## src/common/led_pkg.sv

```systemverilog
// Constants, types and register layout shared by the LED blink and fade channel.
`default_nettype none
package led_pkg;
  // Register indices of the channel bank.
  localparam logic [2:0] IDX_ON_TIME = 3'h0;
  localparam logic [2:0] IDX_ON_INT = 3'h1;
  localparam logic [2:0] IDX_OFF_SET = 3'h2;
  localparam logic [2:0] IDX_FADE_IN = 3'h3;
  localparam logic [2:0] IDX_FADE_OUT = 3'h4;
  localparam logic [2:0] IDX_LEVEL = 3'h5;
  // Reset values.
  localparam logic [7:0] RST_ON_TIME = 8'h00;
  localparam logic [7:0] RST_ON_INT = 8'hFF;
  localparam logic [7:0] RST_OFF_SET = 8'h00;
  localparam logic [7:0] RST_FADE_IN = 8'h00;
  localparam logic [7:0] RST_FADE_OUT = 8'h00;
  // Field layout: time fields 4:0, off time 7:3, off intensity 2:0.
  localparam logic [7:0] TIME_FIELD_MASK = 8'h1F;
  localparam int OFF_TIME_LSB = 3;
  localparam int OFF_INT_W = 3;
  // Timing: each unit is one PWM period of 255 led_drive_clock periods.
  localparam logic [7:0] PWM_LAST = 8'hFE;
  localparam logic [4:0] TIME_SPLIT = 5'h10;
  localparam logic [13:0] MULT_SHORT = 14'h0040;
  localparam logic [13:0] MULT_LONG = 14'h0200;
  localparam logic [8:0] FADE_LONG = 9'h010;
  // Divider.
  localparam int DIV_SEL_W = 3;
  localparam int DIV_CNT_W = 6;

  typedef enum logic [1:0] {PH_ON, PH_FALL, PH_OFF, PH_RISE} led_phase_t;

  typedef struct packed {
    logic we;
    logic [2:0] addr;
    logic [7:0] wdata;
  } reg_wr_t;

  typedef struct packed {
    logic [DIV_CNT_W-1:0] cnt;
    logic tick;
  } div_state_t;

  typedef struct packed {
    led_phase_t phase;
    logic [7:0] on_time;
    logic [7:0] on_int;
    logic [7:0] off_set;
    logic [7:0] fade_in;
    logic [7:0] fade_out;
    logic [7:0] pwm_cnt;
    logic [13:0] dur_cnt;
    logic [8:0] step_cnt;
    logic [7:0] level;
    logic sink;
    logic [7:0] rdata;
  } chan_state_t;
endpackage
`default_nettype wire

```

## src/design/led_clk_div.sv

```systemverilog
// Divider that turns the oscillator into led_drive_clock enable ticks.
`default_nettype none
module led_clk_div
(
  // Clock and reset.
  input wire logic core_clk_i,
  input wire logic sys_rst_i,
  input wire logic clk_en_i,
  // Divider select, zero stops the ticks.
  input wire logic [led_pkg::DIV_SEL_W-1:0] sel_i,
  // One-cycle tick per led_drive_clock period.
  output logic tick_o
);
  led_pkg::div_state_t s_r;
  led_pkg::div_state_t s_nxt;
  logic [led_pkg::DIV_CNT_W:0] span;

  always_comb
  begin
    span = 7'((7'h01 << (sel_i - 3'h1)) - 7'h01);
    s_nxt = s_r;
    s_nxt.tick = 1'b0;
    if (sel_i == 3'h0)
    begin
      s_nxt.cnt = '0;
    end
    else if ({1'b0, s_r.cnt} >= span)
    begin
      s_nxt.cnt = '0;
      s_nxt.tick = 1'b1;
    end
    else
    begin
      s_nxt.cnt = s_r.cnt + 6'h01;
    end
  end

  always_ff @(posedge core_clk_i)
  begin
    if (sys_rst_i)
      s_r <= '0;
    else if (clk_en_i)
      s_r <= s_nxt;
  end

  assign tick_o = s_r.tick;
endmodule // led_clk_div
`default_nettype wire

```

## src/design/led_blink_fade_channel.sv

```systemverilog
// One LED driver channel: blink timing, intensity PWM and fade ramps.
//
// Overview of operation
// - On-time field zero: static mode, on phase follows pin data bit.
// - On-time 1..15: on phase lasts 64 x value x 255 clock periods.
// - On-time 16..31: on phase lasts 512 x value x 255 clock periods.
// - Linear mode: on level equals on-intensity register, reset 0xFF.
// - Log mode on fade-capable channel: on level is nonlinear map of register.
// - Off-time field zero: single shot, off phase follows pin data bit.
// - Off-time 1..15 uses 64, 16..31 uses 512, times value times 255.
// - Linear mode: off level is four times off-intensity field.
// - Log mode: off level is same map applied to four times field.
// - Fade-in zero disables; 1..15 lasts span x value x 255 periods.
// - Fade-in 16..31 lasts sixteen x span x value x 255 periods.
// - Fade-out zero disables; 1..15 lasts span x value x 255 periods.
// - Fade-out 16..31 lasts sixteen x span x value x 255 periods.
// - Clock field divides oscillator by 2^(field-1); zero disables driver.
// - Driver runs only while the channel enable bit is one.
// - Mode bit selects linear (0) or logarithmic (1) mapping.
`default_nettype none
module led_blink_fade_channel
#(
  parameter bit FADE_CAPABLE = 1'b1
)
(
  // Clock, reset and enable.
  input wire logic core_clk_i,
  input wire logic sys_rst_i,
  input wire logic clk_en_i,
  // Register access.
  input wire led_pkg::reg_wr_t reg_wr_i,
  input wire logic [2:0] reg_rd_addr_i,
  output logic [7:0] reg_rdata_o,
  // Shared configuration bits.
  input wire logic [led_pkg::DIV_SEL_W-1:0] clk_div_sel_i,
  input wire logic log_mode_i,
  input wire logic driver_en_i,
  input wire logic pin_data_i,
  // Open-drain pin: enable high sinks LED current.
  output logic pin_sink_oe_o
);
  led_pkg::chan_state_t s_r;
  led_pkg::chan_state_t s_nxt;
  logic tick;
  logic active;
  logic [7:0] on_level;
  logic [7:0] off_level;
  logic [7:0] cur_level;
  logic [4:0] on_f;
  logic [4:0] off_f;
  logic [4:0] rise_f;
  logic [4:0] fall_f;
  logic unit;

  ////////////////////////////////////////////////////////////////////////////
  // Intensity mapping and durations.

  // Square law keeps both ends fixed: 0 maps to 0 and 255 to 255.
  function automatic logic [7:0] log_map(input logic [7:0] x);
    logic [15:0] p;
    p = (16'(x) * 16'(x)) + 16'(x);
    return p[15:8];
  endfunction

  function automatic logic [13:0] phase_units(input logic [4:0] f);
    return (f < led_pkg::TIME_SPLIT) ? 14'(f) * led_pkg::MULT_SHORT : 14'(f) * led_pkg::MULT_LONG;
  endfunction

  // Units per one-step level change, so a ramp lasts span x this.
  function automatic logic [8:0] step_units(input logic [4:0] f);
    return (f < led_pkg::TIME_SPLIT) ? 9'(f) : 9'(f) * led_pkg::FADE_LONG;
  endfunction

  led_clk_div u_div
  (
    .core_clk_i(core_clk_i),
    .sys_rst_i(sys_rst_i),
    .clk_en_i(clk_en_i),
    .sel_i(clk_div_sel_i),
    .tick_o(tick)
  );

  assign on_f = s_r.on_time[4:0];
  assign off_f = s_r.off_set[7:led_pkg::OFF_TIME_LSB];
  assign rise_f = s_r.fade_in[4:0];
  assign fall_f = s_r.fade_out[4:0];
  assign active = driver_en_i && (clk_div_sel_i != 3'h0);
  assign unit = tick && (s_r.pwm_cnt == led_pkg::PWM_LAST);

  always_comb
  begin
    on_level = (FADE_CAPABLE && log_mode_i) ? log_map(s_r.on_int) : s_r.on_int;
    off_level = {3'b000, s_r.off_set[led_pkg::OFF_INT_W-1:0], 2'b00};
    if (FADE_CAPABLE && log_mode_i)
      off_level = log_map(off_level);
    case (s_r.phase)
      led_pkg::PH_ON: cur_level = on_level;
      led_pkg::PH_OFF: cur_level = off_level;
      default: cur_level = s_r.level;
    endcase
  end

  ////////////////////////////////////////////////////////////////////////////
  // Next state.

  always_comb
  begin
    s_nxt = s_r;
    case (reg_rd_addr_i)
      led_pkg::IDX_ON_TIME: s_nxt.rdata = s_r.on_time;
      led_pkg::IDX_ON_INT: s_nxt.rdata = s_r.on_int;
      led_pkg::IDX_OFF_SET: s_nxt.rdata = s_r.off_set;
      led_pkg::IDX_FADE_IN: s_nxt.rdata = s_r.fade_in;
      led_pkg::IDX_FADE_OUT: s_nxt.rdata = s_r.fade_out;
      led_pkg::IDX_LEVEL: s_nxt.rdata = cur_level;
      default: s_nxt.rdata = 8'h00;
    endcase
    if (reg_wr_i.we)
    begin
      case (reg_wr_i.addr)
        led_pkg::IDX_ON_TIME: s_nxt.on_time = reg_wr_i.wdata & led_pkg::TIME_FIELD_MASK;
        led_pkg::IDX_ON_INT: s_nxt.on_int = reg_wr_i.wdata;
        led_pkg::IDX_OFF_SET: s_nxt.off_set = reg_wr_i.wdata;
        led_pkg::IDX_FADE_IN: s_nxt.fade_in = reg_wr_i.wdata & led_pkg::TIME_FIELD_MASK;
        led_pkg::IDX_FADE_OUT: s_nxt.fade_out = reg_wr_i.wdata & led_pkg::TIME_FIELD_MASK;
        default: s_nxt.rdata = s_nxt.rdata;
      endcase
    end
    if (!active)
    begin
      // Driver off: the pin simply follows the data bit, low means LED on.
      s_nxt.phase = led_pkg::PH_ON;
      s_nxt.pwm_cnt = 8'h00;
      s_nxt.dur_cnt = 14'h0000;
      s_nxt.step_cnt = 9'h000;
      s_nxt.sink = !pin_data_i;
    end
    else if (tick)
    begin
      s_nxt.pwm_cnt = unit ? 8'h00 : s_r.pwm_cnt + 8'h01;
      s_nxt.sink = s_r.pwm_cnt < cur_level;
      if (unit)
      begin
        case (s_r.phase)
          led_pkg::PH_ON:
          begin
            // A static phase holds its count at zero, so a later timed setting starts a full count.
            s_nxt.dur_cnt = (on_f == 5'h00) ? 14'h0000 : s_r.dur_cnt + 14'h0001;
            // Static mode waits for the data bit; a timed phase waits for its count.
            if ((on_f == 5'h00) ? pin_data_i : (s_nxt.dur_cnt >= phase_units(on_f)))
            begin
              s_nxt.dur_cnt = 14'h0000;
              s_nxt.step_cnt = 9'h000;
              s_nxt.level = on_level;
              s_nxt.phase = (fall_f == 5'h00) ? led_pkg::PH_OFF : led_pkg::PH_FALL;
            end
          end
          led_pkg::PH_FALL:
          begin
            s_nxt.step_cnt = s_r.step_cnt + 9'h001;
            if (s_r.level <= off_level)
              s_nxt.phase = led_pkg::PH_OFF;
            else if (s_nxt.step_cnt >= step_units(fall_f))
            begin
              s_nxt.step_cnt = 9'h000;
              s_nxt.level = s_r.level - 8'h01;
              if (s_nxt.level <= off_level)
                s_nxt.phase = led_pkg::PH_OFF;
            end
          end
          led_pkg::PH_OFF:
          begin
            s_nxt.dur_cnt = (off_f == 5'h00) ? 14'h0000 : s_r.dur_cnt + 14'h0001;
            if ((off_f == 5'h00) ? !pin_data_i : (s_nxt.dur_cnt >= phase_units(off_f)))
            begin
              s_nxt.dur_cnt = 14'h0000;
              s_nxt.step_cnt = 9'h000;
              s_nxt.level = off_level;
              s_nxt.phase = (rise_f == 5'h00) ? led_pkg::PH_ON : led_pkg::PH_RISE;
            end
          end
          led_pkg::PH_RISE:
          begin
            s_nxt.step_cnt = s_r.step_cnt + 9'h001;
            if (s_r.level >= on_level)
              s_nxt.phase = led_pkg::PH_ON;
            else if (s_nxt.step_cnt >= step_units(rise_f))
            begin
              s_nxt.step_cnt = 9'h000;
              s_nxt.level = s_r.level + 8'h01;
              if (s_nxt.level >= on_level)
                s_nxt.phase = led_pkg::PH_ON;
            end
          end
          default: s_nxt.phase = led_pkg::PH_ON;
        endcase
      end
    end
  end

  always_ff @(posedge core_clk_i)
  begin
    if (sys_rst_i)
    begin
      s_r <= '0;
      s_r.phase <= led_pkg::PH_ON;
      s_r.on_time <= led_pkg::RST_ON_TIME;
      s_r.on_int <= led_pkg::RST_ON_INT;
      s_r.off_set <= led_pkg::RST_OFF_SET;
      s_r.fade_in <= led_pkg::RST_FADE_IN;
      s_r.fade_out <= led_pkg::RST_FADE_OUT;
    end
    else if (clk_en_i)
      s_r <= s_nxt;
  end

  assign reg_rdata_o = s_r.rdata;
  assign pin_sink_oe_o = s_r.sink;
endmodule // led_blink_fade_channel
`default_nettype wire

```

## config.mk

```make
export PLATFORM = sky130hd
export DESIGN_NAME = led_blink_fade_channel
export DESIGN_NICKNAME = d
export VERILOG_FILES = /design/src/common/led_pkg.sv /design/src/design/led_clk_div.sv /design/src/design/led_blink_fade_channel.sv
export SDC_FILE = /design/constraint.sdc
export NUM_CORES = 1
export LEC_CHECK = 0
export BUFFER_PORTS_ARGS = -buffer_cell sky130_fd_sc_hd__buf_2
export CAP_MARGIN = 15
export CELL_PAD_IN_SITES_DETAIL_PLACEMENT = 2
export CELL_PAD_IN_SITES_GLOBAL_PLACEMENT = 2
export CORE_ASPECT_RATIO = 0.6
export CORE_MARGIN = 8
export CORE_UTILIZATION = 39
export CTS_CLUSTER_SIZE = 16
export DETAILED_ROUTE_END_ITERATION = 10
export PLACE_DENSITY_LB_ADDON = 0.3
export SLEW_MARGIN = 5
export SYNTH_ARGS = -nofsm -noshare
export SYNTH_HDL_FRONTEND = slang
export SYNTH_SLANG_ARGS = --single-unit
```

## constraint.sdc

```tcl
create_clock -name core_clk_i -period 9.2 [get_ports core_clk_i]
set_clock_uncertainty 0.1 [all_clocks]
set_input_delay 1.38 -clock core_clk_i [delete_from_list [all_inputs] [get_ports core_clk_i]]
set_output_delay 1.38 -clock core_clk_i [all_outputs]
set_load 0.005 [all_outputs]
```

* Word-level counts from Yosys, hierarchy flattened
Index checks and enable logic that the tools add are counted.
** Storage, ports and cells
- Memory bits (read-only) :: 0
- Word-level logic and storage cells :: 134
- Flip-flop bits (word level) :: 88
- Output and inout port bits :: 9
- Latch bits :: 0
- Input port bits :: 24
- Memories :: 0
- Memory bits (writable) :: 0
** Cells by class
- Shift-type cells :: 1
- Add/subtract/negate cells :: 10
- Bitwise gates (word level) :: 0
- Order comparisons :: 14
- Multiply operators :: 2
- Div/mod/pow operators :: 0
- Reduce and logical (&&, ||, !) cells :: 22
- Equal/unequal tests :: 28
- Muxes and demuxes :: 43
** Operators by type and width (number)
- 31-bit 2-to-1 mux :: 4
- 17-bit 2-to-1 mux :: 4
- 17-bit one-hot mux with 4 select lines :: 1
- 14-bit 2-to-1 mux :: 4
- 8-bit one-hot mux with 6 select lines :: 1
- 40-bit 2-to-1 mux :: 1
- 14-bit greater-or-equal comparator :: 2
- 14-bit one-hot mux with 2 select lines :: 1
- 2-bit 2-to-1 mux :: 13
- 8-bit 2-to-1 mux :: 3
- 5-bit logical NOT :: 4
- 5-bit < comparator, second input constant :: 4
- 9-bit greater-or-equal comparator :: 2
- 9-bit 2-to-1 mux :: 2
- 16-bit by 8-bit adder with 16-bit output :: 1
- 8-bit by 1-bit adder with 8-bit output, second input constant :: 2
- 8-bit greater-or-equal comparator :: 2
- 8-bit <= comparator :: 2
- 8-bit by 8-bit multiplier with 16-bit output :: 1
- 4-bit inequality test, second input constant :: 4
- 8-bit one-hot mux with 2 select lines :: 1
- 3-bit AND reduction :: 5
- 14-bit by 1-bit adder with 14-bit output, second input constant :: 1
- 3-bit by 2-bit == test with 1-bit output, second input constant :: 4
- other kinds (32) :: 51

* Logic depth before layout (Yosys ltp)
Gate-level depths: netlist of run 1.
- Depth in word-level cells :: 11
- Depth in mapped cells :: 28
- Mapped depth without buffers :: 27

* Modules after synthesis
From an unflattened synthesis of run 1, not the netlist that was laid out.
** Second synthesis, totals
- Cells, all modules :: 1104
- Area, all modules :: 9022.4 µm²
** By module, submodules not included
- led_blink_fade_channel :: cells an instance 1035, area an instance 8429.3 µm², times used 1
- led_clk_div :: cells an instance 69, area an instance 593.1 µm², times used 1

* Least setup slack after synthesis of run 1
Ideal clock, no wire load.
- Path kind :: register to register
- Start point :: reg s_r[78] in the netlist's numbering
- End point :: reg s_r[9] in the netlist's numbering
- Slack :: 2.312 ns
- Period minus slack after synthesis :: 6.888 ns
- Cell stages (with the launch flop) :: 25
- Arrival time :: 6.703 ns
- Setup time :: 0.086 ns
- Required time :: 9.014 ns
- Path through :: dfxtp_1 > clkbuf_1 > and2_1 > fa_1 > fa_1 > fa_1 > inv_1 > fa_1 > inv_1 > ha_1 > a21oi_1 > o21a_1 > o21ai_1 > a21o_1 > a221oi_1 > ha_1 > a21o_1 > a31oi_1 > o21ai_0 > a211o_1 > a32o_1 > maj3_2 > a2111oi_0 > nor4b_1 > a211oi_1
** Between the ends
- Longest elaborated chain between the ends :: 6
- Elaborated cells on any way between the ends :: 8
- Those cells by class :: add/sub (1); mul (1); order compare (1); eq/ne (1); mux (3); reduce/logical (1)
** RTL lines
- start: declaration :: line led_blink_fade_channel.sv:42 : led_pkg::chan_state_t s_r;
- start signal: assignment :: line led_blink_fade_channel.sv:214 : s_r <= s_nxt;
- 8-bit by 8-bit multiplier with 16-bit output :: line led_blink_fade_channel.sv:61 : p = (16'(x) * 16'(x)) + 16'(x);
- 16-bit by 8-bit adder with 16-bit output :: line led_blink_fade_channel.sv:61
- 8-bit 2-to-1 mux * :: line led_blink_fade_channel.sv:92 : on_level = (FADE_CAPABLE && log_mode_i) ? log_map(s_r.on_int) : s_r.on_int;
- 8-bit greater-or-equal comparator :: line led_blink_fade_channel.sv:185 : if (s_r.level >= on_level)
- 2-bit inequality test (no source line)
- 10-bit AND reduction (no source line)
Mark *: on every way between the ends. The rest lies on a longest branch, timed or not. The select of a mux whose other input is x is not followed.
A chain may end at the register's enable or synchronous reset.

* Final worst setup path of run 1
- Start point :: reg s_r[74] in the netlist's numbering
- End point :: reg s_r[15] in the netlist's numbering
The elaborated chain is that of the path after synthesis.

==> impl_metrics.csv, run 1 <==
group,metric,value,unit
sta,hold_viol_final,0,
sta,fin_crit_sh,0.869,
floorplanning,start_util,0.395,
route,vias_per_cell,5.98,
synthesis,synth_seq_area_share,0.194,
cts,post_cts_resized,0,
route,wirelength,33.1,mm
power,p_sw,535,µW
power,p_leak,0.00414,µW
grt,grt_max_degree,84,
synthesis,synth-edff-count,0,
sta,setup_viol,0,
layout,final_cell_mix,"nand2_1 (110), ha_1 (107), nor2_1 (102)",
route,ant_nets,0,
route,firstDrtPassIters,5,
sta,fmax,125,MHz
cts,post_cts_buffers,0,
synthesis,synthMuxAreaShare,0.0456,
synthesis,synthFlopType,"dfxtp_1",
cts,clkSlewWorstSetupHoldPaths,0.08,ns
cts,cts-htree-levels,3,
setup_path,regToRegSetupSlack,1.20,ns
floorplanning,coreArea,23000,µm²
route,drc,0,
route,drtIter0Drc,636,
power,clkPwrFrac,0.313,
layout,instances_no_fill,1439,
cts,root_buffer,"clkbuf_16",
synthesis,synth_compound_area_frac,0.216,
power,p_int,859,µW
cts,cts_num_sinks,88,
run_status,status,"finished, final reports clean",
power,vdd_drop_max,0.0970,mV
synthesis,syn_area,9080,µm²
layout,syn2layout_area_growth,7.18,%
cts,ctsHoldBuffers,0,
sta,fin_crit,8.00,ns
sta,rsz0062_at_grt,"false",
layout,drive_gt1_frac,0.0667,
setup_path,required,9.36,ns
power,pwr-share-comb,0.402,
synthesis,yosys.area_share.simple,0.220,
sta,tightestPinTransition,1.09,ns
job,cap_violations,0,
setup_path,crit_path_end_kind,"flip-flop",
grt,grt_pass1_wl,52.3,mm
grt,grt_usage,0.234,
synthesis,avgSynthCellArea,8.03,µm²
synthesis,syn_nets,1294,
synthesis,synth_adder_area_share,0.219,
grt,grt_overflow,0,
cts,tritoncts,"built",
placement,place_inst,1423,
synthesis,yosysUniqueCellTypes,83,
cts,numCtsBuffers,9,
route,wl_per_cell,23.0,µm
power,power_frac_seq,0.285,
sta,max-slew-margin-rel,0.273,
setup_path,start_kind,"flip-flop",
placement,place_hpwl,25.9,mm
synthesis,synth_warnings,0,
power,total_power,1390,µW
placement,portBuffers,32,
floorplanning,die_h,134,µm
sta,maxSlewViolCount,0,
grt,antenna_found_initial,0,
floorplanning,dieArea,28600,µm²
setup_path,critPathKind,"flip-flop to flip-flop",
floorplanning,std_cell_rows,43,
route,via_count,8607,
synthesis,netlist_instances,1131,
grt,grt_pass1_vias,9026,
synthesis,synthXorXnorAreaFrac,0.0376,
min_path,worstHoldPathType,"flip-flop to flip-flop",
synthesis,synthArstFlopShare,0,
layout,antenna_cells,0,
floorplanning,die_x,213,µm
power,switching_share,0.384,
cts,clock_path_buffers,2,
synthesis,synth_seq_cells,88,
cts,clk-insertion-delay-late,0.37,ns
layout,fin_nets,1282,
layout,fillers,2670,
sta,setup_tns,0,ns
power,power_per_cell_area,143,nW/µm²
floorplanning,pin_count,33,
sta,fin_hold_ws,0.377,ns
layout,layout_commonest_cell,"nand2_1",
setup_path,arrival,8.16,ns
placement,place.gp.congestion,0.857,
setup_path,cp_max_fo,12,
synthesis,synth_top_family_by_area,"simple AND/OR/NAND/NOR gates",
layout make-up:
class                   count  area, µm²  area share
flip-flops and latches     88       1760       0.181
repair buffers             35        183      0.0188
multi-input cells         893       6710       0.689
clock inverters             5        105      0.0108
well taps                 315        394      0.0405
clock buffers              11        233      0.0239
inverters                  92        345      0.0355
path summary, 6_finish.rpt:
kind,startpoint,end,cells after the start
min reg2reg,s_r[25]$_SDFFE_PP0P_,s_r[25]$_SDFFE_PP0P_,2
max reg2reg,s_r[74]$_SDFFE_PP1P_,s_r[15]$_SDFFE_PP0P_,23
max,s_r[74]$_SDFFE_PP1P_,s_r[15]$_SDFFE_PP0P_,23
min,s_r[25]$_SDFFE_PP0P_,s_r[25]$_SDFFE_PP0P_,2
power by group through the flow:
stage	clock network [µW]	registers [µW]	logic [µW]
final	436	398	560
after floorplan	0	400	391
after CTS	442	397	553
after detailed placement	0	406	547
after global placement	0	405	522
after global routing	459	398	611
routing by layer:
layer	track usage	part of all wire
met1	0.343	0.51
met3	0.0482	0.056
met4	0.0466	0.011
met5	0	0
met2	0.346	0.42
stage by stage:
stage                     worst slack [ns]   util  area [µm²]
after floorplan                       2.31      -        9080
after global placement                1.68  0.409        9390
after detailed placement              1.28  0.409        9390
after CTS                             1.27  0.424        9730
after global routing                 0.719  0.424        9730
final                                 1.20  0.424        9730
worst max-delay path, stage by stage (launching register included):
cell,delay (ns)
dfxtp_1,0.67
and2_1,0.30
fa_1,0.47
fa_1,0.53
fa_1,0.56
inv_1,0.06
fa_1,0.53
inv_1,0.04
ha_1,0.39
a21oi_1,0.24
o21a_1,0.22
o21ai_1,0.21
a21o_1,0.24
a221oi_1,0.61
ha_1,0.38
a21o_1,0.16
a31oi_1,0.13
o21ai_0,0.20
a211o_1,0.27
a32o_1,0.27
maj3_2,0.40
a211oi_2,0.45
nand2_1,0.12
a311oi_1,0.31
registers in the layout, summed over array words and instances (netlist names):
name and flops:
fall_f 5, off_f 5, on_f 5, pin_sink_oe_o 1, reg_rdata_o 8, rise_f 5, s_r 52, u_div.s_r 6
u_div.tick_o 1
cell usage after synthesis, types with 11 or more instances:
| master | number | share of area |
|---|---|---|
| a21oi_1 | 62 | 0.034 |
| o21ai_0 | 31 | 0.017 |
| nor2b_1 | 28 | 0.019 |
| dfxtp_1 | 88 | 0.19 |
| buf_4 | 11 | 0.0091 |
| a211o_1 | 13 | 0.013 |
| nand2_1 | 110 | 0.045 |
| o21a_1 | 12 | 0.0099 |
| clkbuf_1 | 40 | 0.017 |
| xor2_1 | 17 | 0.016 |
| a21o_1 | 23 | 0.019 |
| fa_1 | 32 | 0.071 |
| inv_1 | 90 | 0.037 |
| nand4_1 | 14 | 0.0096 |
| o211ai_1 | 11 | 0.0091 |
| a22oi_1 | 14 | 0.012 |
| a211oi_1 | 13 | 0.011 |
| ha_1 | 107 | 0.15 |
| nor2_1 | 102 | 0.042 |
| nand2b_1 | 21 | 0.014 |
| nor3_1 | 16 | 0.0088 |
| xnor2_1 | 22 | 0.021 |
| nand3_1 | 39 | 0.021 |
| and2_1 | 23 | 0.016 |
| mux2i_1 | 29 | 0.032 |
kinds of logic (layout without fill, tap and decap cells):
| family | Yosys count | in the layout |
|---|---|---|
| AND/OR/NAND/NOR | 405 | 405 |
| buffers and inverters | 150 | 143 |
| flip-flops | 88 | 88 |
| adder cells (fa/ha/maj) | 140 | 140 |
| multiplexers | 35 | 35 |
| XOR/XNOR | 39 | 39 |
| AO/OA/AOI/OAI | 274 | 274 |
(Power assumes the default switching activity.)
==> run 2, diff against run 1 <==
- ABC_AREA: unset -> 1
- CORE_UTILIZATION: 39 -> 36
==> run 2 against run 1 <==
Effect of this change:
- worst setup slack improved by 1.4 ns
- clock-buffer cell count fell by 2
- global-route usage fell by 0.97 points
- combinational power fell by 6.1%
- synthesized cell count rose by 23%
- first-iteration DRC count fell by 19%
- highest routed layer unchanged
- cell count rose by 21%
- design area rose by 1.5%
- register-to-register slack improved by 1.4 ns
- die area rose by 9.2%
- maximum frequency rose by 21%
==> impl_metrics.csv, run 2 <==
group,metric,value,unit
run_status,status,"finished, final reports clean",
floorplanning,std_cell_rows,45,
job,cap_violations,0,
layout,instances_no_fill,1735,
route,firstDrtPassIters,5,
synthesis,synth_seq_area_share,0.191,
cts,cts-htree-levels,3,
power,power_per_cell_area,130,nW/µm²
layout,fin_area,9870,µm²
power,p_leak,0.00488,µW
grt,grt_pass1_wl,55.4,mm
sta,maxSlewViolCount,0,
route,wl_per_cell,20.1,µm
layout,fin_nets,1563,
route,via_count,9329,
grt,grt_overflow,0,
floorplanning,coreArea,25200,µm²
synthesis,syn_nets,1558,
floorplanning,pin_count,33,
sta,max-slew-margin-rel,0.294,
setup_path,arrival,6.78,ns
sta,fmax,151,MHz
route,drtIter0Drc,518,
grt,grt_usage,0.224,
power,vdd_drop_max,0.0773,mV
route,drc,0,
layout,syn2layout_area_growth,6.92,%
cts,clk-insertion-delay-late,0.38,ns
grt,grt_pass1_vias,9871,
layout,largest_register_ffs,52,
grt,grt_max_degree,46,
synthesis,synth_warnings,0,
layout,fillers,3147,
cts,clkSlewWorstSetupHoldPaths,0.07,ns
grt,antenna_found_initial,1,
cts,post_cts_buffers,0,
layout,multi_input_area,6350,µm²
sta,setup_tns,0,ns
cts,ctsHoldBuffers,0,
sta,tightestPinTransition,1.05,ns
cts,numCtsBuffers,9,
synthesis,synth-edff-count,0,
synthesis,synth_seq_cells,88,
layout,max_flop_register,"s_r",
route,vias_per_cell,5.38,
synthesis,synth_commonest_cells,"nand2_1 (356), inv_1 (224), nor2_1 (116)",
synthesis,syn_area,9230,µm²
floorplanning,start_util,0.366,
setup_path,required,9.37,ns
placement,place_hpwl,28.9,mm
route,wirelength,34.9,mm
layout,area.sequential,1760,µm²
synthesis,netlist_instances,1395,
synthesis,synthFlopType,"dfxtp_1",
synthesis,synthArstFlopShare,0,
cts,tritoncts,"built",
placement,place_inst,1718,
synthesis,yosysUniqueCellTypes,55,
setup_path,crit_slowest_cell,"dfxtp_1",
placement,portBuffers,32,
setup_path,max_stage_delay,0.64,ns
placement,dpl_cell_area,9600,µm²
cts,clock_path_buffers,2,
sta,hold_viol_final,0,
synthesis,yosys.area.top_type_share,0.191,
placement,place.gp.congestion,0.861,
cts,cts_num_sinks,88,
sta,fin_crit_sh,0.719,
layout,final_cell_mix,"nand2_1 (356), inv_1 (224), nor2_1 (116)",
cts,post_cts_resized,0,
synthesis,yosysMostFrequentCell,"nand2_1",
synthesis,avgSynthCellArea,6.62,µm²
sta,fin_crit,6.61,ns
sta,setup_viol,0,
synthesis,synthTopCellsByArea,"dfxtp_1 (19%), ha_1 (14%), nand2_1 (14%)",
setup_path,crit_top_cell,"nand2_1",
route,ant_nets,0,
setup_path,start_kind,"flip-flop",
floorplanning,die_h,140,µm
setup_path,crit_path_end_kind,"flip-flop",
setup_path,critPathKind,"flip-flop to flip-flop",
sta,rsz0062_at_grt,"false",
floorplanning,dieArea,31200,µm²
layout,drive_gt1_frac,0.0662,
cts,root_buffer,"clkbuf_16",
synthesis,yosysTopAreaCell,"dfxtp_1",
setup_path,cp_max_fo,11,
floorplanning,die_x,223,µm
min_path,worstHoldPathType,"flip-flop to flip-flop",
layout,layout_commonest_cell,"nand2_1",
-- run 2: cell count changes in the layout (fill, tap and decap cells not counted), moves of 28 or more --
| cell | before | now |
|---|---|---|
| o21ai_0 | 31 | 60 |
| mux2i_1 | 29 | 0 |
| nor2b_1 | 28 | 0 |
| inv_1 | 90 | 224 |
| a21oi_1 | 62 | 97 |
| nand2_1 | 110 | 356 |
-- run 2: worst paths after layout --
check	start	endpoint	slack (ns)	cells after the start
max	s_r[75]$_SDFFE_PP1P_	s_r[88]$_SDFFE_PP0P_	2.59	31
min	reg_rdata_o[2]$_SDFFE_PP0P_	reg_rdata_o[2]$_SDFFE_PP0P_	0.37	2
max reg2reg	s_r[75]$_SDFFE_PP1P_	s_r[88]$_SDFFE_PP0P_	2.59	31
min reg2reg	reg_rdata_o[2]$_SDFFE_PP0P_	reg_rdata_o[2]$_SDFFE_PP0P_	0.37	2
-- run 2: area by class of cell --
class,count,share of cell area
multi-input cells,1030,0.643
inverters,236,0.0900
clock inverters,7,0.00494
diodes,1,0.000253
repair buffers,35,0.0185
clock buffers,9,0.0228
well taps,329,0.0417
flip-flops and latches,88,0.178
-- run 2: per-stage QoR --
stage          worst slack, ns  utilization  power (µW)  hold slack, ns
2_1_floorplan             3.53            -         769           0.345
3_3_place_gp              2.96        0.380         907           0.351
3_5_place_dp              2.61        0.380         935           0.365
4_1_cts                   2.59        0.391        1300           0.376
5_1_grt                   2.10        0.391        1390           0.392
6_report                  2.59        0.391        1290           0.371
-- run 2: per-layer routing --
metal	part of all wire	vias up	global-route usage
met3	0.053	33	0.0423
met5	0	-	0
met1	0.51	4566	0.328
met4	0.014	0	0.0463
li1	-	4516	-
met2	0.42	214	0.336
-- run 2: worst max-delay path: cells and delay by family, from the launching register on --
family | cells | cell delay, ns
XOR/XNOR | 1 | 0.10
buffers and inverters | 4 | 0.28
AND/OR/NAND/NOR | 16 | 1.27
flip-flops | 1 | 0.64
adder cells (fa/ha/maj) | 6 | 2.79
AO/OA/AOI/OAI | 4 | 1.29
-- run 2: cell families (layout without fill, tap and decap cells) --
logic type,count (synthesis),count (layout),share of synthesized area
AO/OA/AOI/OAI,219,219,0.134
XOR/XNOR,40,40,0.0379
adder cells (fa/ha/maj),139,139,0.214
buffers and inverters,277,287,0.122
flip-flops,88,88,0.191
other,0,1,0
AND/OR/NAND/NOR,632,632,0.301
-- run 2: report_power, final --
part | switching (µW) | internal, µW | total, µW
clock network | 179 | 182 | 362
logic | 354 | 173 | 526
registers | 11.6 | 389 | 400
total | 544 | 744 | 1290
==> run 3, diff against run 2 <==
- clock period: 9.2 -> 6.3 ns (I/O delays scaled with it)
==> run 3 against run 2 <==
Effect of this change:
- power rose by 54%
- die area did not move
- register-to-register slack got worse by 2.4 ns
- design area rose by 1.6%
- first-iteration DRC count rose by 11%
- critical path type unchanged
- highest routed layer unchanged
==> impl_metrics.csv, run 3 (synthesized netlist as in run 2, its figures left out) <==
group,metric,value,unit
sta,fmax,164,MHz
setup_path,crit_path_end_kind,"flip-flop",
route,via_count,9563,
run_status,status,"finished, final reports clean",
layout,fin_nets,1574,
power,p_leak,0.00495,µW
cts,clk-insertion-delay-late,0.38,ns
grt,grt_usage,0.231,
sta,rsz0062_at_grt,"true",
grt,antenna_found_initial,1,
sta,timing.final.ws_setup,0.212,ns
sta,fin_crit_sh,0.966,
sta,setup_viol,0,
setup_path,crit_top_cell,"nand2_1",
grt,grt_pass1_vias,10058,
cts,clock_path_buffers,2,
sta,maxSlewViolCount,0,
placement,place_hpwl,29.7,mm
min_path,worstHoldPathType,"flip-flop to flip-flop",
cts,numCtsBuffers,9,
floorplanning,std_cell_rows,45,
placement,dp_slack,-0.0317,ns
route,wirelength,37.0,mm
layout,final_cell_mix,"nand2_1 (356), inv_1 (224), nor2_1 (115)",
route,vias_per_cell,5.48,
route,wl_per_cell,21.2,µm
floorplanning,pin_count,33,
layout,max_flop_register,"s_r",
setup_path,crit_slowest_cell,"fa_1",
floorplanning,die_x,223,µm
setup_path,cp_max_fo,11,
setup_path,arrival,6.30,ns
floorplanning,start_util,0.366,
grt,grt_pass1_wl,56.9,mm
setup_path,max_stage_delay,0.61,ns
power,total_power,1980,µW
route,drc,0,
layout,drive_gt1_frac,0.0819,
route,firstDrtPassIters,5,
floorplanning,coreArea,25200,µm²
layout,fillers,3109,
sta,max-slew-margin-rel,0.236,
cts,ctsHoldBuffers,0,
sta,tightestPinTransition,1.14,ns
power,vdd_drop_max,0.149,mV
placement,place.gp.congestion,0.914,
cts,tritoncts,"built",
layout,syn2layout_area_growth,8.62,%
grt,grt_max_degree,46,
floorplanning,die_h,140,µm
cts,cts-htree-levels,3,
floorplanning,dieArea,31200,µm²
job,cap_violations,0,
route,ant_nets,0,
sta,fin_crit,6.09,ns
layout,largest_register_ffs,52,
sta,hold_viol_final,0,
cts,clkSlewWorstSetupHoldPaths,0.07,ns
cts,cts_num_sinks,88,
route,drtIter0Drc,575,
setup_path,start_kind,"flip-flop",
setup_path,critPathKind,"flip-flop to flip-flop",
power,power_per_cell_area,198,nW/µm²
cts,root_buffer,"clkbuf_16",
grt,grt_overflow,0,
setup_path,required,6.51,ns
layout,layout_commonest_cell,"nand2_1",
placement,portBuffers,32,
-- run 3: changes by cell type in the layout (fill, tap and decap cells not counted), moves of 2 or more --
cell / change
buf_4: +11
dfxtp_1: -7
dfxtp_2: +5
o21ai_0: -4
clkinvlp_4: -3
dfxtp_4: +2
ha_1: -2
o21ai_1: +2
o21ai_2: +2
-- run 3: where the power goes --
part	leakage [µW]	switching (µW)	internal, µW
clock network	0.000143	268	310
registers	0.000710	15.8	567
logic	0.00410	549	273
-- run 3: through the flow --
step | cells | setup TNS [ns] | hold slack, ns | area (µm²) | utilization
after floorplan | 1395 | 0 | 0.345 | 9230 | -
after global placement | 1728 | 0 | 0.352 | 9670 | 0.383
after detailed placement | 1728 | -0.0522 | 0.357 | 9670 | 0.383
after CTS | 1744 | 0 | 0.368 | 9970 | 0.395
after global routing | 1746 | -1.71 | 0.390 | 10000 | 0.398
final | 1746 | 0 | 0.370 | 10000 | 0.398
-- run 3: area by class of cell --
cell class	count	area (µm²)	share of cell area
clock buffer	10	229	0.0228
antenna	1	2.50	0.000250
tap	329	412	0.0410
sequential	88	1780	0.177
multi-input combinational	1030	6390	0.637
clock inverter	6	68.8	0.00686
timing repair buffer	46	265	0.0264
inverter	236	888	0.0886
-- run 3: timing repair --
action,CTS,global route
resized for setup,2,18
setup buffers,0,1
endpoints found under the setup margin,8,20
pin swaps,0,3
-- run 3: final timing paths --
path                                             startpoint                           to  slack (ns)  cells after the start
worst max-delay path                   s_r[79]$_SDFFE_PP1P_         s_r[13]$_SDFFE_PP0P_        0.21                     31
worst min-delay path            reg_rdata_o[0]$_SDFFE_PP0P_  reg_rdata_o[0]$_SDFFE_PP0P_        0.37                      2
worst max register to register         s_r[79]$_SDFFE_PP1P_         s_r[13]$_SDFFE_PP0P_        0.21                     31
worst min register to register  reg_rdata_o[0]$_SDFFE_PP0P_  reg_rdata_o[0]$_SDFFE_PP0P_        0.37                      2
-- run 3: worst max-delay path: cells and delay by family (launching register included) --
family | cells | cell delay (ns)
adder cells (fa/ha/maj) | 6 | 2.84
AND/OR/NAND/NOR | 16 | 1.47
AO/OA/AOI/OAI | 4 | 0.69
flip-flops | 1 | 0.42
buffers and inverters | 4 | 0.33
XOR/XNOR | 1 | 0.16
-- run 3: layer usage --
| metal | track usage | vias up | wire [µm] |
|---|---|---|---|
| met5 | 0 | - | 0 |
| met4 | 0.0570 | 0 | 675 |
| met3 | 0.0398 | 44 | 1700 |
| met2 | 0.347 | 212 | 16100 |
| met1 | 0.336 | 4772 | 18500 |
| li1 | - | 4535 | - |
